===== config.mk =====
export PLATFORM = sky130hd
export DESIGN_NAME = boot_image_loader
export DESIGN_NICKNAME = d
export VERILOG_FILES = /design/src/core/boot_pkg.sv /design/src/core/spi_byte_reader.sv /design/src/core/boot_image_loader.sv
export VERILOG_INCLUDE_DIRS = /design/src /design/src/core
export SDC_FILE = /design/constraint.sdc
export NUM_CORES = 1
export LEC_CHECK = 0
export BUFFER_PORTS_ARGS = -buffer_cell sky130_fd_sc_hd__buf_4
export CORE_ASPECT_RATIO = 1.2
export CORE_MARGIN = 5
export CORE_UTILIZATION = 40
export CTS_CLUSTER_SIZE = 12
export DETAILED_ROUTE_END_ITERATION = 10
export PLACE_DENSITY = 0.62
export REMOVE_ABC_BUFFERS = 1
export SLEW_MARGIN = 20
export SYNTH_ARGS = -nofsm -noshare
export SYNTH_HDL_FRONTEND = slang
export SYNTH_SLANG_ARGS = --single-unit

===== constraint.sdc =====
create_clock -name ref_clk_i -period 3.9 [get_ports ref_clk_i]
set_input_delay 0 -clock ref_clk_i [delete_from_list [all_inputs] [get_ports ref_clk_i]]
set_output_delay 0 -clock ref_clk_i [all_outputs]
set_load 0.005 [all_outputs]

===== src/core/boot_params.svh =====
`ifndef BOOT_PARAMS_SVH
`define BOOT_PARAMS_SVH

`define SEC_BOOT_BIT 5
`define BYPASS_WORD 32'h0D15_AB1E
`define CRC_POLY 32'hEDB8_8320
`define CRC_INIT 32'hFFFF_FFFF
`define RAM_BASE 32'h0000_0000
`define OTP_AW 11
`define OTP_BOOT_ADDR 11'h000
`define FLASH_READ_CMD 8'h03
`define FLASH_START_ADDR 24'h00_0000
`define CMD_BITS 6'h20
`define CLK_PERIOD_NS 4
`define RESET_SEQ_NS 15000
`define SEQ_CYCLES ((`RESET_SEQ_NS + `CLK_PERIOD_NS - 1) / `CLK_PERIOD_NS)
`define SPI_HALF 4

`endif


===== src/core/boot_pkg.sv =====
package boot_pkg;

    typedef struct packed {
        logic cs_n;
        logic sclk;
        logic mosi;
    } flash_pins_t;

    typedef struct packed {
        logic we;
        logic [31:0] addr;
        logic [31:0] data;
    } ram_wr_t;

    typedef enum logic [2:0] {
        S_HOLD,
        S_SEQ,
        S_LEN,
        S_PROG,
        S_CRC,
        S_CHECK,
        S_RUN,
        S_ERR
    } boot_state_t;

endpackage


===== src/core/spi_byte_reader.sv =====
`timescale 1ns/10ps
`include "boot_params.svh"

module spi_byte_reader #(
    parameter int unsigned SPI_HALF = `SPI_HALF
) (
    input wire logic ref_clk_i,
    input wire logic rst_i,
    input wire logic en_i,
    input wire logic miso_i,
    output boot_pkg::flash_pins_t pins_o,
    output logic byte_vld_o,
    output logic [7:0] byte_o
);
    import boot_pkg::*;

    localparam int DW = $clog2(SPI_HALF + 1);

    logic [DW-1:0] div_q, div_d;
    logic sclk_q, sclk_d;
    logic cs_n_q, cs_n_d;
    logic [31:0] out_q, out_d;
    logic [5:0] cmd_left_q, cmd_left_d;
    logic [7:0] rx_q, rx_d;
    logic [2:0] rx_cnt_q, rx_cnt_d;
    logic vld_q, vld_d;
    logic [7:0] byte_q, byte_d;
    logic tick;

    assign tick = (div_q == DW'(SPI_HALF - 1));

    always_comb begin
        div_d = tick ? '0 : div_q + 1'b1;
        sclk_d = sclk_q;
        cs_n_d = 1'b0;
        out_d = out_q;
        cmd_left_d = cmd_left_q;
        rx_d = rx_q;
        rx_cnt_d = rx_cnt_q;
        vld_d = 1'b0;
        byte_d = byte_q;
        if (!en_i) begin
            // Deselect also reloads the read command for the next session
            div_d = '0;
            sclk_d = 1'b0;
            cs_n_d = 1'b1;
            out_d = {`FLASH_READ_CMD, `FLASH_START_ADDR};
            cmd_left_d = `CMD_BITS;
            rx_cnt_d = '0;
        end else if (tick) begin
            sclk_d = ~sclk_q;
            if (sclk_q) begin
                if (cmd_left_q != '0) begin
                    cmd_left_d = cmd_left_q - 1'b1;
                    out_d = {out_q[30:0], 1'b0};
                end else begin
                    // Flash launches on falling edge, so sample just before the next one
                    rx_d = {rx_q[6:0], miso_i};
                    rx_cnt_d = rx_cnt_q + 1'b1;
                    if (rx_cnt_q == 3'h7) begin
                        vld_d = 1'b1;
                        byte_d = {rx_q[6:0], miso_i};
                    end
                end
            end
        end
    end

    always_ff @(posedge ref_clk_i) begin
        if (rst_i) begin
            div_q <= '0;
            sclk_q <= 1'b0;
            cs_n_q <= 1'b1;
            out_q <= '0;
            cmd_left_q <= '0;
            rx_q <= '0;
            rx_cnt_q <= '0;
            vld_q <= 1'b0;
            byte_q <= '0;
        end else begin
            div_q <= div_d;
            sclk_q <= sclk_d;
            cs_n_q <= cs_n_d;
            out_q <= out_d;
            cmd_left_q <= cmd_left_d;
            rx_q <= rx_d;
            rx_cnt_q <= rx_cnt_d;
            vld_q <= vld_d;
            byte_q <= byte_d;
        end
    end

    assign pins_o = '{cs_n: cs_n_q, sclk: sclk_q, mosi: out_q[31]};
    assign byte_vld_o = vld_q;
    assign byte_o = byte_q;

endmodule


===== src/core/boot_image_loader.sv =====
`timescale 1ns/10ps
`include "boot_params.svh"

// Functional notes
// Core stays in reset while the active-low reset pin is low.
// All I/O pull-downs are enabled while in reset.
// Internal reset sequence delays boot 15 us after reset release.
// Security bit 5 selects OTP as boot source, else serial flash.
// Serial flash is read over the tile 0 port pins.
// Image starts with a 32-bit word count, then four bytes per word.
// Check word after program; value 0x0D15AB1E skips CRC checking.
// Length and check words arrive least significant byte first.
// Program goes to lowest RAM address; execution starts there.
// CRC covers length bytes and program bytes, not the check word.
// CRC is reflected CRC-32, polynomial 0xEDB88320, bytewise.
// CRC starts at all ones; final residue is inverted for compare.
// Secure boot reads OTP from address 0, bypassing boot ROM.
// CRC mismatch blocks program start and raises boot error.
module boot_image_loader #(
    parameter int unsigned SEQ_CYCLES = `SEQ_CYCLES,
    parameter int unsigned SPI_HALF = `SPI_HALF
) (
    input wire logic ref_clk_i,
    input wire logic rst_i,
    input wire logic rst_pin_n_i,
    input wire logic [31:0] security_word_i,
    output logic gpio_pull_down_o,
    output boot_pkg::flash_pins_t flash_o,
    input wire logic flash_miso_i,
    output logic otp_rd_o,
    output logic [`OTP_AW-1:0] otp_addr_o,
    input wire logic [31:0] otp_data_i,
    output boot_pkg::ram_wr_t ram_o,
    output logic run_o,
    output logic [31:0] start_addr_o,
    output logic boot_error_o
);
    import boot_pkg::*;

    localparam int SW = $clog2(SEQ_CYCLES + 1);

    function automatic logic [31:0] crc_byte(input logic [31:0] c, input logic [7:0] b);
        logic [31:0] r;
        r = c ^ {24'h00_0000, b};
        for (int i = 0; i < 8; i++) begin
            r = r[0] ? ((r >> 1) ^ `CRC_POLY) : (r >> 1);
        end
        return r;
    endfunction

    logic rst_s1_q, rst_s2_q, miso_s1_q, miso_s2_q;
    logic hold;

    always_ff @(posedge ref_clk_i) begin
        if (rst_i) begin
            rst_s1_q <= 1'b0;
            rst_s2_q <= 1'b0;
            miso_s1_q <= 1'b0;
            miso_s2_q <= 1'b0;
        end else begin
            rst_s1_q <= rst_pin_n_i;
            rst_s2_q <= rst_s1_q;
            miso_s1_q <= flash_miso_i;
            miso_s2_q <= miso_s1_q;
        end
    end

    assign hold = rst_i | ~rst_s2_q;

    boot_state_t state_q, state_d;
    logic [SW-1:0] seq_cnt_q, seq_cnt_d;
    logic otp_sel_q, otp_sel_d;
    logic [31:0] word_q, word_d, len_q, len_d, widx_q, widx_d, crc_q, crc_d;
    logic [1:0] bcnt_q, bcnt_d;
    // Remembers the sequencer state so the first fetch cycle can be recognised
    logic was_seq_q, was_seq_d;
    ram_wr_t ram_q, ram_d;
    logic fetch, spi_vld, b_vld;
    logic [7:0] spi_byte, b_dat;

    // OTP byte source: one word read, then four bytes low byte first
    logic otp_wait_q, otp_wait_d;
    logic [2:0] otp_left_q, otp_left_d;
    logic [31:0] otp_word_q, otp_word_d;
    logic [`OTP_AW-1:0] otp_addr_q, otp_addr_d;
    logic otp_rd;

    assign fetch = (state_q == S_LEN) || (state_q == S_PROG) || (state_q == S_CRC);
    assign otp_rd = fetch && otp_sel_q && !otp_wait_q && (otp_left_q == '0);

    always_comb begin
        otp_wait_d = otp_rd;
        otp_left_d = otp_left_q;
        otp_word_d = otp_word_q;
        otp_addr_d = otp_addr_q;
        if (state_q == S_SEQ) begin
            otp_addr_d = `OTP_BOOT_ADDR;
            otp_left_d = '0;
        end else if (otp_wait_q) begin
            otp_word_d = otp_data_i;
            otp_left_d = 3'h4;
            otp_addr_d = otp_addr_q + 1'b1;
        end else if (otp_left_q != '0) begin
            otp_word_d = {8'h00, otp_word_q[31:8]};
            otp_left_d = otp_left_q - 1'b1;
        end
    end

    always_ff @(posedge ref_clk_i) begin
        if (hold) begin
            otp_wait_q <= 1'b0;
            otp_left_q <= '0;
            otp_word_q <= '0;
            otp_addr_q <= `OTP_BOOT_ADDR;
        end else begin
            otp_wait_q <= otp_wait_d;
            otp_left_q <= otp_left_d;
            otp_word_q <= otp_word_d;
            otp_addr_q <= otp_addr_d;
        end
    end

    spi_byte_reader #(
        .SPI_HALF(SPI_HALF)
    ) u_flash (
        .ref_clk_i(ref_clk_i),
        .rst_i(hold),
        .en_i(fetch && !otp_sel_q),
        .miso_i(miso_s2_q),
        .pins_o(flash_o),
        .byte_vld_o(spi_vld),
        .byte_o(spi_byte)
    );

    assign b_vld = otp_sel_q ? (otp_left_q != '0) && fetch : spi_vld;
    assign b_dat = otp_sel_q ? otp_word_q[7:0] : spi_byte;

    always_comb begin
        state_d = state_q;
        seq_cnt_d = seq_cnt_q;
        otp_sel_d = otp_sel_q;
        word_d = word_q;
        len_d = len_q;
        widx_d = widx_q;
        crc_d = crc_q;
        bcnt_d = bcnt_q;
        was_seq_d = (state_q == S_SEQ);
        ram_d = ram_q;
        ram_d.we = 1'b0;
        if (fetch && b_vld) begin
            word_d = {b_dat, word_q[31:8]};
            bcnt_d = bcnt_q + 1'b1;
            if (state_q != S_CRC) begin
                crc_d = crc_byte(crc_q, b_dat);
            end
        end
        unique case (state_q)
            S_HOLD: begin
                seq_cnt_d = '0;
                state_d = S_SEQ;
            end
            S_SEQ: begin
                seq_cnt_d = seq_cnt_q + 1'b1;
                if (seq_cnt_q == SW'(SEQ_CYCLES - 1)) begin
                    otp_sel_d = security_word_i[`SEC_BOOT_BIT];
                    crc_d = `CRC_INIT;
                    bcnt_d = '0;
                    state_d = S_LEN;
                end
            end
            S_LEN: begin
                if (b_vld && bcnt_q == 2'h3) begin
                    len_d = word_d;
                    widx_d = '0;
                    state_d = (word_d == '0) ? S_CRC : S_PROG;
                end
            end
            S_PROG: begin
                if (b_vld && bcnt_q == 2'h3) begin
                    ram_d.we = 1'b1;
                    ram_d.addr = `RAM_BASE + widx_q;
                    ram_d.data = word_d;
                    widx_d = widx_q + 1'b1;
                    if (widx_q == len_q - 1'b1) begin
                        state_d = S_CRC;
                    end
                end
            end
            S_CRC: begin
                if (b_vld && bcnt_q == 2'h3) begin
                    state_d = S_CHECK;
                end
            end
            S_CHECK: begin
                // Bypass is honoured even if the residue would also have matched
                if (word_q == `BYPASS_WORD || word_q == ~crc_q) begin
                    state_d = S_RUN;
                end else begin
                    state_d = S_ERR;
                end
            end
            S_RUN: state_d = S_RUN;
            S_ERR: state_d = S_ERR;
        endcase
    end

    always_ff @(posedge ref_clk_i) begin
        if (hold) begin
            state_q <= S_HOLD;
            seq_cnt_q <= '0;
            otp_sel_q <= 1'b0;
            word_q <= '0;
            len_q <= '0;
            widx_q <= '0;
            crc_q <= `CRC_INIT;
            bcnt_q <= '0;
            was_seq_q <= 1'b0;
            ram_q <= '0;
        end else begin
            state_q <= state_d;
            seq_cnt_q <= seq_cnt_d;
            otp_sel_q <= otp_sel_d;
            word_q <= word_d;
            len_q <= len_d;
            widx_q <= widx_d;
            crc_q <= crc_d;
            bcnt_q <= bcnt_d;
            was_seq_q <= was_seq_d;
            ram_q <= ram_d;
        end
    end

    assign gpio_pull_down_o = (state_q == S_HOLD);
    assign otp_rd_o = otp_rd;
    assign otp_addr_o = otp_addr_q;
    assign ram_o = ram_q;
    assign run_o = (state_q == S_RUN);
    assign start_addr_o = `RAM_BASE;
    assign boot_error_o = (state_q == S_ERR);

    logic enter_len;
    assign enter_len = (state_q == S_LEN) && was_seq_q;

    a_hold_pulldown: assert property (@(posedge ref_clk_i) hold |=> gpio_pull_down_o)
        else $error("pull-down not active after reset hold");
    a_hold_norun: assert property (@(posedge ref_clk_i) hold |=> !run_o && !ram_o.we)
        else $error("activity during reset hold");
    a_seq_delay: assert property (@(posedge ref_clk_i) disable iff (hold)
        enter_len |-> $past(seq_cnt_q) == SW'(SEQ_CYCLES - 1))
        else $error("boot started before reset sequence ended");
    a_src_flash: assert property (@(posedge ref_clk_i) disable iff (hold)
        (fetch && otp_sel_q) |-> flash_o.cs_n)
        else $error("flash selected during OTP boot");
    a_src_otp: assert property (@(posedge ref_clk_i) disable iff (hold)
        !otp_sel_q |-> !otp_rd_o)
        else $error("OTP read during flash boot");
    a_otp_start: assert property (@(posedge ref_clk_i) disable iff (hold)
        enter_len |-> otp_addr_q == `OTP_BOOT_ADDR && crc_q == `CRC_INIT)
        else $error("boot did not start at OTP address zero with CRC all ones");
    a_first_word: assert property (@(posedge ref_clk_i) disable iff (hold)
        (state_q == S_PROG && b_vld && bcnt_q == 2'h3 && widx_q == '0)
        |=> ram_o.we && ram_o.addr == `RAM_BASE)
        else $error("first program word not at lowest RAM address");
    a_len_msb: assert property (@(posedge ref_clk_i) disable iff (hold)
        (state_q == S_LEN && b_vld && bcnt_q == 2'h3) |=> len_q[31:24] == $past(b_dat))
        else $error("length word not assembled low byte first");
    a_crc_frozen: assert property (@(posedge ref_clk_i) disable iff (hold)
        state_q == S_CRC |=> crc_q == $past(crc_q))
        else $error("check word entered the CRC");
    a_bypass_run: assert property (@(posedge ref_clk_i) disable iff (hold)
        (state_q == S_CHECK && word_q == `BYPASS_WORD) |=> run_o)
        else $error("bypass word did not start program");
    a_crc_error: assert property (@(posedge ref_clk_i) disable iff (hold)
        (state_q == S_CHECK && word_q != `BYPASS_WORD && word_q != ~crc_q)
        |=> boot_error_o ##1 (boot_error_o && !run_o))
        else $error("CRC mismatch did not raise boot error");

    c_run_bypass: cover property (@(posedge ref_clk_i) disable iff (hold)
        state_q == S_CHECK && word_q == `BYPASS_WORD);
    c_run_crc: cover property (@(posedge ref_clk_i) disable iff (hold)
        state_q == S_CHECK && word_q == ~crc_q);
    c_error: cover property (@(posedge ref_clk_i) disable iff (hold) $rose(boot_error_o));
    c_otp_boot: cover property (@(posedge ref_clk_i) disable iff (hold) run_o && otp_sel_q);

endmodule


==> results.json <==
{
  "drt_iter0_markers": 608,
  "cts_buffer_depth": 3,
  "grt_pass1_wl_um": 57400,
  "drc": 0,
  "setup_ws_ns": 0.616,
  "worstSkewPairLatency_ns": 0.56,
  "tightest_slew_ns": 0.976,
  "final_nets": 1826,
  "max_cap_viol_count": 0,
  "yosysTopAreaCell": "dfxtp_1",
  "hold_path_class": "primary input to register",
  "wl_um": 35200,
  "cts_made_buffers": 31,
  "gr-usage-all-layers_pct": 17.4,
  "via_count": 11369,
  "die_w_um": 181,
  "finalNonFillerCells": 2219,
  "cp-end-kind": "register",
  "post-route-cell-area_mm2": 0.0165,
  "whs_ns": 0.206,
  "syn_area_per_cell_um2": 8.57,
  "rsz0062_at_grt": "false",
  "r2r-end": "state_q[1]",
  "synth_flop_cell": "dfxtp_1",
  "use_met3_pct": 2.91,
  "grt_start_max_net_pins": 99,
  "yosys_warnings": 0,
  "busiest_layer": "met2",
  "wl_per_cell_um": 15.8,
  "p_sw_share_pct": 20.1,
  "dp_slack_ns": 0.633,
  "crit_buf_inv": 0,
  "period_share_pct": 84.2,
  "dp.cells": 2135,
  "rrSetupSlack_ns": 0.62,
  "path_cells": "or4_4 > or4_1 > a2111oi_1 > o22ai_1 > a2111o_1 > nor4_4 > a311o_1 > nand2_1",
  "switching_power_w": 0.00122,
  "crit_end": "state_q[1]",
  "diodes": 0,
  "final_util_pct": 47.5,
  "syn_area_mm2": 0.0140,
  "ant_nets": 0,
  "core_area_mm2": 0.0348,
  "use_met1_pct": 21.6,
  "slew_headroom_pct": 34.8,
  "worst_r2r_path_depth": 8,
  "ys_async_sr_fraction_pct": 0,
  "worst_path_dominant_cell_family": "simple AND/OR/NAND/NOR gates",
  "skew_ns": 0.00857,
  "cts.hold.buffers_added": 36,
  "numPortBuffers": 119,
  "pwr-share-comb_pct": 1.7,
  "overflow": 0,
  "viasPerCell": 5.12,
  "place_congestion": 0.933,
  "outcome": "finished clean",
  "row_count": 75,
  "post_cts.repair.setup_buffers": 0,
  "cp_slowest_stage_delay_ns": 0.72,
  "synth_sequential_area_ratio_pct": 42.9,
  "fmax_ghz": 0.305,
  "synth_seq_cells": 300,
  "worst_setup_path_start_kind": "register",
  "htreeDepth": 1,
  "synth-edff-count": 0,
  "final_layout_size_suffix_gt1_share_pct": 11.6,
  "crit_start": "len_q[11]",
  "cp_max_fo": 9,
  "start_util_pct": 40.2,
  "cts-resized-gates": 0,
  "slowest_stage": "or4_1",
  "crit_required_ns": 4.35,
  "grt_pass1_vias": 11005,
  "r2r_start": "len_q[11]",
  "p_leak_nw": 5.99,
  "cts_sinks": 300,
  "synth_area_leaders": "dfxtp_1 (43%), xnor2_1 (7.6%), nor2_1 (5.9%)",
  "yosysTopAreaCellShare_pct": 42.9,
  "clock-root-buffer": "clkbuf_16",
  "die_height_um": 215,
  "synthCells": 1635,
  "drv_slew": 0,
  "grt_antenna_before_repair": 0,
  "synth_cell_types": 69,
  "power_frac_clock_pct": 47.7,
  "post-route-min-period_ns": 3.28,
  "finalSetupViolCount": 0,
  "area_growth_pct": 18.1,
  "cts_tree": "built",
  "dieArea_mm2": 0.0389,
  "ios": 183,
  "use_met2_pct": 31.1,
  "dr.pass1.iters": 5,
  "worst-path-stages": 8,
  "hpwlAfterDp_um": 25300,
  "intPower_w": 0.00485,
  "timing_hold_violations_final": 0,
  "max-vdd-ir-drop_v": 0.000301,
  "synth_common_cells": "dfxtp_1 (300), nor2_1 (219), nand2_1 (209)",
  "post-synth-top-count-cell": "dfxtp_1",
  "crit_arrival_ns": 3.73,
  "power.share.sequential_pct": 50.6,
  "power_density_mw_per_mm2": 367,
  "worstSetupPathType": "register to register",
  "postPlaceCellArea_mm2": 0.0152,
  "path_clk_slew_ns": 0.06
}
## layout by cell type (no fill, tap or decap), types with 6 or more instances in the layout
cell             n
nand4_1         19
nor3b_1          6
inv_1           21
ha_1            15
nor4_1          30
and4_1           6
nor2b_1         13
mux2i_1         76
nor3_1          26
clkbuf_1         6
a21oi_1         86
and3_1          10
a211oi_1        78
xnor2_1        122
or4_1            8
nand3_1         30
xor2_1          65
o21ai_0         18
buf_4          139
conb_1          32
dfxtp_1        299
clkbuf_16       31
nand2_1        209
and2_1          14
dlygate4sd3_1   36
o211ai_1        35
nor2_1         218
a31oi_1          6
a22oi_1         11
or3_1           15
## how the worst min path moves through the flow
stage	slack [ns]	from	to	depth (start not counted)
2_1_floorplan	0.07	rst_i	miso_s1_q	1
3_3_place_gp	0.22	flash_miso_i	miso_s1_q	2
3_5_place_dp	0.22	flash_miso_i	miso_s1_q	2
4_1_cts	0.17	rst_i	miso_s2_q	3
5_1_grt	0.20	rst_i	miso_s2_q	3
6_report	0.21	rst_i	miso_s2_q	3
## cells by family after synthesis
kind of cell / count (synthesis) / synth area share (%)
adders and majority gates: 15 / 1.34
xor gates and xnor gates: 188 / 11.9
and+or+nand+nor: 631 / 20.7
AOI/OAI and AO/OA: 267 / 12.5
muxes: 77 / 5.51
buffers and inverters: 156 / 5.22
other: 1 / 0.0268
DFF: 300 / 42.9
## stage by stage
stage,TNS (ns),power [W]
6_report,0,0.00607
5_1_grt,0,0.00628
4_1_cts,0,0.00615
3_5_place_dp,0,0.00321
3_3_place_gp,0,0.00321
2_1_floorplan,-250.71,0.00317
## cell type report
type / instances / area (µm²)
clock buffer: 42 / 867
tap: 462 / 578
sequential: 300 / 6010
clock inverter: 5 / 103
fill: 3342 / 18300
multi-input combinational: 1210 / 7430
timing repair buffer: 178 / 1470
inverter: 22 / 82.6
## power groups by stage
stage                     registers (W)  clock network [W]   logic, W
after detailed placement        0.00314                  0  0.0000730
after CTS                       0.00307            0.00298   0.000102
after global routing            0.00307            0.00310   0.000115
after global placement          0.00314                  0  0.0000720
after floorplan                 0.00314                  0  0.0000310
final                           0.00307            0.00289   0.000105
## metal layers
metal / part of all wire (%) / vias to the layer above
li1: - / 5758
met1: 43 / 5329
met2: 50 / 226
met5: 0 / -
met4: 2.2 / 0
met3: 4.4 / 56
## state kept, by name, indices dropped and copies added, names as in the netlist, 2 cells and up
name,count
widx_q,32
seq_cnt_q,12
otp_left_q,3
crc_q,32
u_flash.div_q,3
bcnt_q,2
otp_addr_o,11
state_q,3
word_q,32
u_flash.rx_q,7
u_flash.out_q,8
ram_o,65
u_flash.cmd_left_q,6
len_q,32
otp_word_q,32
u_flash.byte_o,8
u_flash.rx_cnt_q,3
## worst min-delay path: stages
cell           delay (ns)
dlygate4sd3_1        0.53
buf_4                0.14
nor2b_1              0.04
Power figures use the tool's default switching activity.
